<file path="config.mk">
export PLATFORM = sky130hd
export DESIGN_NAME = sfm_top
export DESIGN_NICKNAME = d
export VERILOG_FILES = /design/src/pkg/sfm_pkg.sv /design/src/sfm_coef_store.sv /design/src/sfm_top.sv
export VERILOG_INCLUDE_DIRS = /design/src /design/src/pkg
export SDC_FILE = /design/constraint.sdc
export NUM_CORES = 1
export LEC_CHECK = 0
export BUFFER_PORTS_ARGS = -buffer_cell sky130_fd_sc_hd__buf_2
export CAP_MARGIN = 30
export CELL_PAD_IN_SITES_DETAIL_PLACEMENT = 2
export CELL_PAD_IN_SITES_GLOBAL_PLACEMENT = 2
export CORE_MARGIN = 2
export CORE_UTILIZATION = 23
export DETAILED_ROUTE_END_ITERATION = 16
export PLACE_DENSITY_LB_ADDON = 0.2
export SYNTH_ARGS = -nofsm -noshare
export SYNTH_HDL_FRONTEND = slang
export SYNTH_SLANG_ARGS = --single-unit
</file>
<file path="constraint.sdc">
create_clock -name core_clk_i -period 2.5 [get_ports core_clk_i]
set_input_delay 0.25 -clock core_clk_i [delete_from_list [all_inputs] [get_ports core_clk_i]]
set_output_delay 0.25 -clock core_clk_i [all_outputs]
set_load 0.01 [all_outputs]
</file>
<file path="src/pkg/sfm_cfg.svh">
`ifndef SFM_CFG_SVH
`define SFM_CFG_SVH

// ==================================================
// Register offsets (byte addresses)
`define SFM_OFS_CTRL 8'h00
`define SFM_OFS_HSF 8'h04
`define SFM_OFS_VSF 8'h08
`define SFM_OFS_AP_PIX 8'h0c
`define SFM_OFS_AP_LINE 8'h10
`define SFM_OFS_OUT_SIZE 8'h14
`define SFM_OFS_PHASES 8'h18
`define SFM_OFS_COEF_WR 8'h1c
`define SFM_OFS_BANK 8'h20
`define SFM_OFS_START_PH 8'h24
`define SFM_OFS_STATUS 8'h28
`define SFM_OFS_REJ_CLR 8'h2c

// ==================================================
// Field positions
`define SFM_FLD_HI_LSB 16
`define SFM_FLD_SRC_MEM 16
`define SFM_FLD_COEF_DIS 17

// ==================================================
// Build-time constants
`define SFM_CTRL_WORD 32'h00000003
`define SFM_HSF 24'h100000
`define SFM_VSF 24'h100000
`define SFM_AP_START_PIX 16'h0010
`define SFM_AP_END_PIX 16'h04ff
`define SFM_AP_START_LINE 16'h0008
`define SFM_AP_END_LINE 16'h02cf
`define SFM_OUT_H_SIZE 16'h0500
`define SFM_OUT_V_SIZE 16'h02d0
`define SFM_H_PHASES 6'h05
`define SFM_V_PHASES 6'h03
`define SFM_TAPS 4
`define SFM_COEF_UNITY 16'h1000
`define SFM_REJ_MAX 16'hffff

`endif

</file>
<file path="src/pkg/sfm_pkg.sv">
// ==================================================
// Shared types
package sfm_pkg;
	typedef logic [31:0] sfm_word_type;
	typedef logic [23:0] sfm_sf_type;
	typedef logic [15:0] sfm_dim_type;
	typedef logic [5:0] sfm_phase_type;
	typedef logic [15:0] sfm_coef_type;
	typedef enum logic [1:0] {
		SFM_ST_IDLE = 2'b01,
		SFM_ST_RUN = 2'b10
	} sfm_state_type;
endpackage : sfm_pkg

</file>
<file path="src/sfm_coef_store.sv">
`timescale 1ns/1ps
`default_nettype none
`include "sfm_cfg.svh"

module sfm_coef_store (
	// Clock and reset
	input wire logic clk_i,
	input wire logic rst_n_i,
	// Read port
	input wire logic rd_en_i,
	input wire sfm_pkg::sfm_phase_type phase_i,
	input wire logic [1:0] tap_i,
	output sfm_pkg::sfm_coef_type coef_o
);
	import sfm_pkg::*;

	localparam int NENT = 32'(`SFM_H_PHASES) * `SFM_TAPS;

	// ==================================================
	// Single stored set, fixed at build time
	sfm_coef_type coef_mem [0:NENT-1];

	// Two-tap linear set; taps beyond the first two are zero
	genvar gi;
	generate
		for (gi = 0; gi < NENT; gi++) begin : g_ent
			localparam int PH = gi / `SFM_TAPS;
			localparam int TP = gi % `SFM_TAPS;
			localparam int W1 = PH * 4096 / 32'(`SFM_H_PHASES);
			assign coef_mem[gi] = (TP == 0) ? 16'(4096 - W1) : ((TP == 1) ? 16'(W1) : 16'h0000);
		end
	endgenerate

	// Registered read; out-of-range phases read zero
	always_ff @(posedge clk_i or negedge rst_n_i) begin
		if (!rst_n_i) begin
			coef_o <= 16'h0000;
		end else if (rd_en_i) begin
			if (phase_i < `SFM_H_PHASES) begin
				coef_o <= coef_mem[5'(phase_i * 6'(`SFM_TAPS)) + 5'(tap_i)];
			end else begin
				coef_o <= 16'h0000;
			end
		end
	end
endmodule : sfm_coef_store
`default_nettype wire

</file>
<file path="src/sfm_top.sv">
// Added by the designer: the address-and-strobe port and the address map.
`timescale 1ns/1ps
`default_nettype none
`include "sfm_cfg.svh"

module sfm_top (
	// Clock and reset
	input wire logic core_clk_i,
	input wire logic rst_b_i,
	// Register port
	input wire logic [7:0] addr_i,
	input wire sfm_pkg::sfm_word_type wr_data_i,
	input wire logic wr_strb_i,
	input wire logic rd_strb_i,
	output sfm_pkg::sfm_word_type rd_data_o,
	// Frame control
	input wire logic src_mem_i,
	input wire logic in_frame_start_i,
	input wire logic out_frame_start_i,
	input wire logic h_step_i,
	input wire logic v_step_i,
	input wire logic [1:0] coef_tap_i,
	// Processing parameters
	output sfm_pkg::sfm_word_type ctrl_word_o,
	output sfm_pkg::sfm_sf_type hsf_o,
	output sfm_pkg::sfm_sf_type vsf_o,
	output sfm_pkg::sfm_dim_type ap_start_pix_o,
	output sfm_pkg::sfm_dim_type ap_end_pix_o,
	output sfm_pkg::sfm_dim_type ap_start_line_o,
	output sfm_pkg::sfm_dim_type ap_end_line_o,
	output sfm_pkg::sfm_dim_type start_phase_o,
	output sfm_pkg::sfm_phase_type h_phase_o,
	output sfm_pkg::sfm_phase_type v_phase_o,
	output sfm_pkg::sfm_coef_type coef_o,
	output logic coef_wr_en_o,
	output logic running_o,
	// Output stage parameters
	output sfm_pkg::sfm_dim_type out_h_size_o,
	output sfm_pkg::sfm_dim_type out_v_size_o
);
	import sfm_pkg::*;

	// ==================================================
	// Reset release
	logic rst_q1;
	logic rst_n;
	always_ff @(posedge core_clk_i or negedge rst_b_i) begin
		if (!rst_b_i) begin
			rst_q1 <= 1'b0;
			rst_n <= 1'b0;
		end else begin
			rst_q1 <= 1'b1;
			rst_n <= rst_q1;
		end
	end

	// ==================================================
	// Source select pin synchroniser
	logic src_q1;
	logic src_mem;
	always_ff @(posedge core_clk_i or negedge rst_n) begin
		if (!rst_n) begin
			src_q1 <= 1'b0;
			src_mem <= 1'b0;
		end else begin
			src_q1 <= src_mem_i;
			src_mem <= src_q1;
		end
	end

	// ==================================================
	// Frame state
	sfm_state_type state;
	sfm_state_type next_state;
	always_comb begin
		next_state = state;
		case (state)
			SFM_ST_IDLE: begin
				if (in_frame_start_i) begin
					next_state = SFM_ST_RUN;
				end
			end
			SFM_ST_RUN: begin
				next_state = SFM_ST_RUN;
			end
			default: begin
				next_state = SFM_ST_IDLE;
			end
		endcase
	end

	// State register
	always_ff @(posedge core_clk_i or negedge rst_n) begin
		if (!rst_n) begin
			state <= SFM_ST_IDLE;
			running_o <= 1'b0;
		end else begin
			state <= next_state;
			running_o <= (next_state == SFM_ST_RUN);
		end
	end

	// ==================================================
	// Aperture in effect for the coming frame
	sfm_dim_type next_ap_start_pix;
	sfm_dim_type next_ap_start_line;
	always_comb begin
		if (src_mem) begin
			next_ap_start_pix = 16'h0000;
			next_ap_start_line = 16'h0000;
		end else begin
			next_ap_start_pix = `SFM_AP_START_PIX;
			next_ap_start_line = `SFM_AP_START_LINE;
		end
	end

	// Processing copy loaded at each input frame start
	always_ff @(posedge core_clk_i or negedge rst_n) begin
		if (!rst_n) begin
			ctrl_word_o <= `SFM_CTRL_WORD;
			hsf_o <= `SFM_HSF;
			vsf_o <= `SFM_VSF;
			ap_start_pix_o <= `SFM_AP_START_PIX;
			ap_end_pix_o <= `SFM_AP_END_PIX;
			ap_start_line_o <= `SFM_AP_START_LINE;
			ap_end_line_o <= `SFM_AP_END_LINE;
			start_phase_o <= 16'h0000;
		end else if (in_frame_start_i) begin
			ctrl_word_o <= `SFM_CTRL_WORD;
			hsf_o <= `SFM_HSF;
			vsf_o <= `SFM_VSF;
			ap_start_pix_o <= next_ap_start_pix;
			ap_end_pix_o <= `SFM_AP_END_PIX;
			ap_start_line_o <= next_ap_start_line;
			ap_end_line_o <= `SFM_AP_END_LINE;
			start_phase_o <= 16'h0000;
		end
	end

	// Output stage copy taken from the processing stage
	sfm_dim_type proc_out_h;
	sfm_dim_type proc_out_v;
	always_ff @(posedge core_clk_i or negedge rst_n) begin
		if (!rst_n) begin
			proc_out_h <= `SFM_OUT_H_SIZE;
			proc_out_v <= `SFM_OUT_V_SIZE;
			out_h_size_o <= `SFM_OUT_H_SIZE;
			out_v_size_o <= `SFM_OUT_V_SIZE;
		end else begin
			if (in_frame_start_i) begin
				proc_out_h <= `SFM_OUT_H_SIZE;
				proc_out_v <= `SFM_OUT_V_SIZE;
			end
			if (out_frame_start_i) begin
				out_h_size_o <= proc_out_h;
				out_v_size_o <= proc_out_v;
			end
		end
	end

	// ==================================================
	// Phase counters with arbitrary modulus
	always_ff @(posedge core_clk_i or negedge rst_n) begin
		if (!rst_n) begin
			h_phase_o <= 6'h00;
			v_phase_o <= 6'h00;
		end else if (in_frame_start_i) begin
			h_phase_o <= 6'h00;
			v_phase_o <= 6'h00;
		end else begin
			if (h_step_i) begin
				h_phase_o <= (h_phase_o == `SFM_H_PHASES - 6'h01) ? 6'h00 : h_phase_o + 6'h01;
			end
			if (v_step_i) begin
				v_phase_o <= (v_phase_o == `SFM_V_PHASES - 6'h01) ? 6'h00 : v_phase_o + 6'h01;
			end
		end
	end

	// ==================================================
	// Coefficient store, single set, no bank select
	sfm_coef_store u_coef (
		.clk_i(core_clk_i),
		.rst_n_i(rst_n),
		.rd_en_i(1'b1),
		.phase_i(h_phase_o),
		.tap_i(coef_tap_i),
		.coef_o(coef_o)
	);

	// Coefficient write path held off
	always_ff @(posedge core_clk_i or negedge rst_n) begin
		if (!rst_n) begin
			coef_wr_en_o <= 1'b0;
		end else begin
			coef_wr_en_o <= 1'b0;
		end
	end

	// ==================================================
	// Rejected write counter; clear register is the only write taken
	sfm_dim_type rej_cnt;
	logic rej_clr;
	assign rej_clr = wr_strb_i && (addr_i == `SFM_OFS_REJ_CLR);
	always_ff @(posedge core_clk_i or negedge rst_n) begin
		if (!rst_n) begin
			rej_cnt <= 16'h0000;
		end else if (rej_clr) begin
			rej_cnt <= 16'h0000;
		end else if (wr_strb_i && rej_cnt != `SFM_REJ_MAX) begin
			rej_cnt <= rej_cnt + 16'h0001;
		end
	end

	// ==================================================
	// Read mux; data stand one cycle after the strobe only
	sfm_word_type next_rd;
	always_comb begin
		case (addr_i)
			`SFM_OFS_CTRL: next_rd = `SFM_CTRL_WORD;
			`SFM_OFS_HSF: next_rd = {8'h00, hsf_o};
			`SFM_OFS_VSF: next_rd = {8'h00, vsf_o};
			`SFM_OFS_AP_PIX: next_rd = {ap_end_pix_o, ap_start_pix_o};
			`SFM_OFS_AP_LINE: next_rd = {ap_end_line_o, ap_start_line_o};
			`SFM_OFS_OUT_SIZE: next_rd = {out_v_size_o, out_h_size_o};
			`SFM_OFS_PHASES: next_rd = {10'h000, `SFM_V_PHASES, 10'h000, `SFM_H_PHASES};
			`SFM_OFS_COEF_WR: next_rd = 32'h00000000;
			`SFM_OFS_BANK: next_rd = 32'h00000000;
			`SFM_OFS_START_PH: next_rd = 32'h00000000;
			`SFM_OFS_STATUS: next_rd = {14'h0000, 1'b1, src_mem, rej_cnt};
			default: next_rd = 32'h00000000;
		endcase
	end

	// Read data register
	always_ff @(posedge core_clk_i or negedge rst_n) begin
		if (!rst_n) begin
			rd_data_o <= 32'h00000000;
		end else begin
			rd_data_o <= rd_strb_i ? next_rd : 32'h00000000;
		end
	end

	// ==================================================
	// Checks
	property p_ctrl_fixed;
		@(posedge core_clk_i) disable iff (!rst_n)
		ctrl_word_o == `SFM_CTRL_WORD;
	endproperty
	a_ctrl_fixed: assert property (p_ctrl_fixed) else $error("control word not 3");

	property p_mem_zero;
		@(posedge core_clk_i) disable iff (!rst_n)
		(src_mem && in_frame_start_i) |=> (ap_start_pix_o == 16'h0000 && ap_start_line_o == 16'h0000);
	endproperty
	a_mem_zero: assert property (p_mem_zero) else $error("memory aperture start not zero");

	property p_live_crop;
		@(posedge core_clk_i) disable iff (!rst_n)
		(!src_mem && in_frame_start_i) |=>
			(ap_start_pix_o == `SFM_AP_START_PIX && ap_end_line_o == `SFM_AP_END_LINE);
	endproperty
	a_live_crop: assert property (p_live_crop) else $error("live aperture wrong");

	property p_h_wrap;
		@(posedge core_clk_i) disable iff (!rst_n)
		(h_step_i && !in_frame_start_i && h_phase_o == `SFM_H_PHASES - 6'h01) |=>
			(h_phase_o == 6'h00);
	endproperty
	a_h_wrap: assert property (p_h_wrap) else $error("h phase did not wrap at 5");

	property p_v_range;
		@(posedge core_clk_i) disable iff (!rst_n)
		v_step_i |=> (v_phase_o < `SFM_V_PHASES);
	endproperty
	a_v_range: assert property (p_v_range) else $error("v phase out of range");

	property p_coef_off;
		@(posedge core_clk_i) disable iff (!rst_n)
		wr_strb_i |-> ##1 !coef_wr_en_o [*3];
	endproperty
	a_coef_off: assert property (p_coef_off) else $error("coefficient write enabled");

	property p_sf_const;
		@(posedge core_clk_i) disable iff (!rst_n)
		wr_strb_i |=> (hsf_o == `SFM_HSF && $stable(vsf_o));
	endproperty
	a_sf_const: assert property (p_sf_const) else $error("scale factor changed by write");

	property p_bank_zero;
		@(posedge core_clk_i) disable iff (!rst_n)
		(rd_strb_i && (addr_i == `SFM_OFS_BANK || addr_i == `SFM_OFS_START_PH)) |=>
			(rd_data_o == 32'h00000000);
	endproperty
	a_bank_zero: assert property (p_bank_zero) else $error("bank or start phase not zero");

	property p_start_ph;
		@(posedge core_clk_i) disable iff (!rst_n)
		in_frame_start_i |=> (start_phase_o == 16'h0000 && h_phase_o == 6'h00);
	endproperty
	a_start_ph: assert property (p_start_ph) else $error("start phase not zero");

	property p_out_copy;
		@(posedge core_clk_i) disable iff (!rst_n)
		out_frame_start_i |=>
			(out_h_size_o == $past(proc_out_h) && out_v_size_o == `SFM_OUT_V_SIZE);
	endproperty
	a_out_copy: assert property (p_out_copy) else $error("output stage copy wrong");

	// Source used by the last frame load; a source change may move the aperture start
	logic load_src;
	always_ff @(posedge core_clk_i or negedge rst_n) begin
		if (!rst_n) begin
			load_src <= 1'b0;
		end else if (in_frame_start_i) begin
			load_src <= src_mem;
		end
	end

	property p_frame_same;
		@(posedge core_clk_i) disable iff (!rst_n)
		(in_frame_start_i && src_mem == load_src) |=>
			($stable(ap_start_pix_o) && $stable(ap_start_line_o) && $stable(hsf_o));
	endproperty
	a_frame_same: assert property (p_frame_same) else $error("parameters changed between frames");

	property p_rd_idle;
		@(posedge core_clk_i) disable iff (!rst_n)
		!rd_strb_i |=> (rd_data_o == 32'h00000000);
	endproperty
	a_rd_idle: assert property (p_rd_idle) else $error("read data outside read slot");

	property p_run_on;
		@(posedge core_clk_i) disable iff (!rst_n)
		in_frame_start_i |=> running_o;
	endproperty
	a_run_on: assert property (p_run_on) else $error("not running after frame start");

endmodule : sfm_top
`default_nettype wire
</file>
Word-level counts from Yosys, hierarchy flattened:

Memories as Yosys holds them, arrays and structs flattened.
Cells that the tools add are included.

* $add $sub $neg: 4
* multiply operators: 0
* div/mod/pow operators: 0
* order comparisons: 2
* equality and inequality tests: 14
* shifts and indexed selects: 0
* multiplexer cells: 17
* bitwise logic cells: 1
* reductions and logical operators: 7

Operators with widths (number)
* 27-bit case mux with 7 select lines: 1
* 16-bit 2-to-1 mux: 5
* 6-bit 2-to-1 mux: 6
* 32-bit 2-to-1 mux: 1
* 8-bit by 5-bit == test with 1-bit output (second input constant): 3
* 16-bit by 1-bit adder with 16-bit output (second input constant): 1
* 8-bit by 4-bit == test with 1-bit output (second input constant): 2
* 8-bit by 6-bit == test with 1-bit output (second input constant): 2
* 16-bit != test (second input constant): 1
* 6-bit by 1-bit adder with 6-bit output (second input constant): 2
* 8-bit by 3-bit == test with 1-bit output (second input constant): 1
* 8-bit zero test: 1
* 6-bit by 2-bit == test with 1-bit output (second input constant): 1
* 6-bit by 3-bit == test with 1-bit output (second input constant): 1
* 6-bit greater-or-equal comparator (second input constant): 1
* 6-bit by 3-bit less-than comparator with 1-bit output (second input constant): 1
* 5-bit inverter with 6-bit output: 1
* 2-bit nonzero test: 3
* 5-bit by 2-bit adder with 5-bit output: 1
* 5-bit 2-to-1 mux: 1
* 2-bit == test (second input constant): 2
* 4-bit 2-to-1 mux: 1
* 2-bit case mux with 2 select lines: 1
* 2-bit by 1-bit == test with 1-bit output (second input constant): 1
* 3 further kinds: 4

* bits in registers: 115
* bits in latches: 0
* RAM bits: 0
* memory bits (read-only): 512
* input port bits: 51
* output and inout port bits: 254
* word-level logic and storage cells: 59
* memories kept: 1

Memories
* (name not given): depth 32, width 16, read ports 1, clocked after Yosys merged registers in 0, write ports 0, RTL line sfm_coef_store.sv:40 `` coef_o <= coef_mem[5'(phase_i * 6'(`SFM_TAPS)) + 5'(tap_i)]; ``

Longest topological paths before layout:

* word-level depth: 6
* gate-level depth with buffers: 7
* depth with buffers taken out: 6

By module:

From an unflattened synthesis, not the netlist that was laid out.

* cells, all modules: 547
* area total of the unflattened synthesis: 4979.8 um^2

By module, submodules not included
* sfm_top: times used 1, cells each 487, area an instance 4403.0 um^2, sequential area each 1478.9 um^2
* sfm_coef_store: times used 1, cells each 60, area an instance 576.8 um^2, sequential area each 200.2 um^2

Worst setup path before layout:

Ideal clock, no wire load.

* path type: register to register
* from: register rej_cnt[0]
* to: register rej_cnt[14]
* library setup time: 0.077 ns
* arrival: 1.611 ns
* required time: 2.423 ns
* slack: 0.812 ns
* cell stages (with the launch flop): 6
* buffers on the path: 0
* period minus slack after synthesis: 1.688 ns
* cell sequence: dfrtp_1 -> ha_1 -> and4_4 -> o311ai_1 -> or4_1 -> a21oi_1

* word-level cells in the longest chain between the ends: 3
* elaborated cells between the ends (all ways): 6
* classes of those cells: add/sub: 1; eq/ne: 1; mux: 2; reduce/logical: 2

Ends and longest elaborated chain
* from (decl): RTL line sfm_top.sv:202 `sfm_dim_type rej_cnt;`
* from (signal assigned): RTL line sfm_top.sv:211 `rej_cnt <= rej_cnt + 16'h0001;`
* 16-bit by 1-bit adder with 16-bit output / 16-bit != test (equally long branches)
* 16-bit 2-to-1 mux / 1-bit logical AND (equally long branches)
* 16-bit 2-to-1 mux / 2-bit nonzero test (equally long branches)

Parallel ways exist; a longest one is shown, timed or not. The select of a mux whose other input is x is not followed.
A chain may end at the register's enable or synchronous reset.

Final worst setup path:

Same ends and word-level chain as after synthesis.

==> results.md <==
- Status: finished clean
- Largest net degree at the start of global routing: 66
- Layout net count: 645
- Yosys cell types: 53
- Cts-stage hold buffer count: 1
- Placed Cells: 844
- Main synth FF type: dfrtp_1
- Largest family of logic cells by synthesized area: buffers and inverters
- CTS buffer count: 9
- # setup viols final: 0
- GRT Overall Usage: 10.23%
- Final Cell Area: 4922 um^2
- Initial Utilization: 23.53%
- H-tree depth: 3
- Max Cap Viol: 0
- Slew @ Worst Pin: 0.6344 ns
- Vias in the first global route: 3344
- Drt drc: 0
- Post-synthesis register bit count: 67
- Antenna violations before repair: 0
- Tmin final: 1.932 ns
- Post-CTS Setup Bufs: 0
- Clk_skew: 0.005131 ns
- XOR/XNOR share of the synthesized area: 1.100%
- Largest fanout on the critical path: 5
- Critical Path RT: 2.76 ns
- Final WL: 11450 um
- Crit path kind: reg2reg
- Share of cells above drive strength 1: 17.63%
- Commonest non-fill, non-tap cell in the layout: conb_1
- Filler cells: 2425
- Seq. cell area: 1680 um^2
- Setup TNS: 0 ns
- Final Max Slew Viols: 0
- Fmax: 517.7 MHz
- Hold/Removal Path Class: in2reg
- Clock Latency Late Sink: 0.34 ns
- Compound-Gate Fraction of Synth Area: 11.05%
- Max Root-Sink Buffers: 2
- R2R setup slack: 0.57 ns
- Routed WL per cell: 13.32 um
- Drt initial violations: 54
- Ys Warns: 0
- Full die area: 21940 um^2
- Bufs and invs on worst path: 0
- Average cell area after synthesis: 9.204 um^2
- R2R cell count: 5
- Post-synthesis adder-cell area fraction: 2.095%
- DRT antenna net count: 0
- Clk root buf: clkbuf_16
- CP Launch Type: register
- Critical path's largest stage delay: 0.56 ns
- Final clock period utilization by the worst path: 77.27%
- Synthesis-to-layout area growth: 3.038%
- CP max stage cell: or4_1
- Vias per cell: 3.706
- Hold path depth: 1
- Core box area: 20300 um^2
- CP Capture Type: register
- Die span in x: 148.1 um
- Boundary Pins: 305
- Post-place instance area: 4632 um^2
- RSZ-0062 raised after global routing: false
- Footprint of the multi-input gates: 2152 um^2
- Syn Std Cell Area: 4777 um^2
- CP top delay family: simple AND/OR/NAND/NOR gates
- Clk sink count: 67
- Number of synthesized flops with an enable pin: 0
- Fin util: 24.25%
- Post-synthesis mux area share: 0.8381%
- Cells after Synth: 519
- Peak VDD IR: 0.2455 mV
- CTS clock-pin slew for the worst setup and hold paths: 0.06 ns
- Total design power: 3096 uW
- Post-synth ARST share: 100.0%
- Relative slew slack: 57.04%
- Worst path cell trace: ha_1 > and4_4 > o311ai_1 > or4_1 > a21oi_1
- Most frequent cells in the layout: 201 x conb_1, 71 x buf_2, 64 x dfrtp_1
- Die height: 148.1 um
- # diodes: 0
- IO buf count: 71
- Initial DRT Pass Iterations: 4
- Site Rows: 52
- Stages on worst setup path: 5
- LEAKAGE: 0.002586 uW
- Non-filler instance count after layout: 860
- Final Hold Fails: 0
- First-pass GRT wire length: 17820 um
- Power Density: 628.9 nW/um^2
- Seq/Total Area, Yosys: 35.15%
- Post-Synth Simple-Gate Area: 14.17%
- Post_cts resized: 0
- Gr ovfl total: 0
- Vias: 3187
- Final RePlAce weighted congestion: 0.7358
- CTS tree: built
- Placed wire-length estimate: 8849 um
- Worst Path Arrival: 2.19 ns
[power breakdown]
group | total [uW] | switching (uW) | internal (uW)
Sequential | 1330 | 141 | 1190
Clock | 1210 | 463 | 744
Combinational | 559 | 386 | 173
Total | 3100 | 990 | 2110
[synth_stat cells (4+ instances only)]
master / instances / area, um^2
o21a_1: 8 / 60.06
inv_1: 17 / 63.81
and2_1: 15 / 93.84
ha_1: 8 / 100.1
or3_1: 5 / 31.28
or4_1: 4 / 30.03
mux2i_1: 4 / 40.04
buf_4: 209 / 1569
o31ai_1: 4 / 30.03
xor2_1: 4 / 35.03
nand2_1: 26 / 97.59
o22ai_1: 6 / 37.54
and3_1: 4 / 25.02
and4_1: 4 / 35.03
dfrtp_1: 65 / 1627
nand4_1: 8 / 50.05
a21oi_1: 18 / 90.09
nand3_1: 12 / 60.06
o21ai_0: 10 / 50.05
nor2_1: 20 / 75.07
nor3_1: 5 / 25.02
clkbuf_1: 7 / 26.28
a21oi_2: 5 / 43.79
o21ai_1: 4 / 20.02
[kinds of logic (layout without fill, tap and decap cells)]
| group | after synthesis | after routing |
|---|---|---|
| buf+inv | 236 | 108 |
| simple gates | 120 | 120 |
| compound gates | 76 | 76 |
| flops | 67 | 67 |
| fa+ha+maj | 8 | 8 |
| xor+xnor | 6 | 6 |
| mux | 4 | 4 |
| other cells | 2 | 201 |
[sequential cells by signal (all words and copies together), names as in the netlist]
name             cells
state                2
rej_cnt             16
ap_start_line_o      1
rd_data_o           23
src_q1               1
rst_n                1
v_phase_o            6
running_o            1
h_phase_o            6
src_mem              1
rst_q1               1
u_coef.coef_o        8
[cell type report]
class / instances / area share (%)
repair buffers: 76 / 8.287
clock inverters: 2 / 0.2034
multi-input cells: 415 / 43.72
clock buffers: 13 / 5.491
flip-flops and latches: 67 / 34.14
well taps: 270 / 6.863
inverters: 17 / 1.296
[final timing paths]
check | end | from
min in group asynchronous | rst_n$_DFF_PN0_ | rst_b_i
max | rej_cnt[14]$_DFFE_PN0P_ | rej_cnt[0]$_DFFE_PN0P_
min | src_q1$_DFF_PN0_ | src_mem_i
min reg2reg | v_phase_o[2]$_DFFE_PN0P_ | rst_n$_DFF_PN0_
max in group asynchronous | state[0]$_DFF_PN1_ | rst_n$_DFF_PN0_
max reg2reg | rej_cnt[14]$_DFFE_PN0P_ | rej_cnt[0]$_DFFE_PN0P_
[metal layers]
metal  track usage [%]  vias to the layer above  wire [um]
li1                  -                     1462          -
met1             11.73                     1583       4528
met2             18.52                      130       6078
met3             2.239                       12        665
met4             4.000                        0        182
met5                 0                        -          0
[stage by stage]
step | hold slack [ns] | setup slack [ns]
after global routing | 0.01275 | 0.4329
after detailed placement | 0.04118 | 0.5690
after CTS | 0.009500 | 0.5559
after global placement | 0.03764 | 0.6383
final | 0.02425 | 0.5682
after floorplan | -0.04559 | 0.4997
Power figures use the tool's default switching activity.
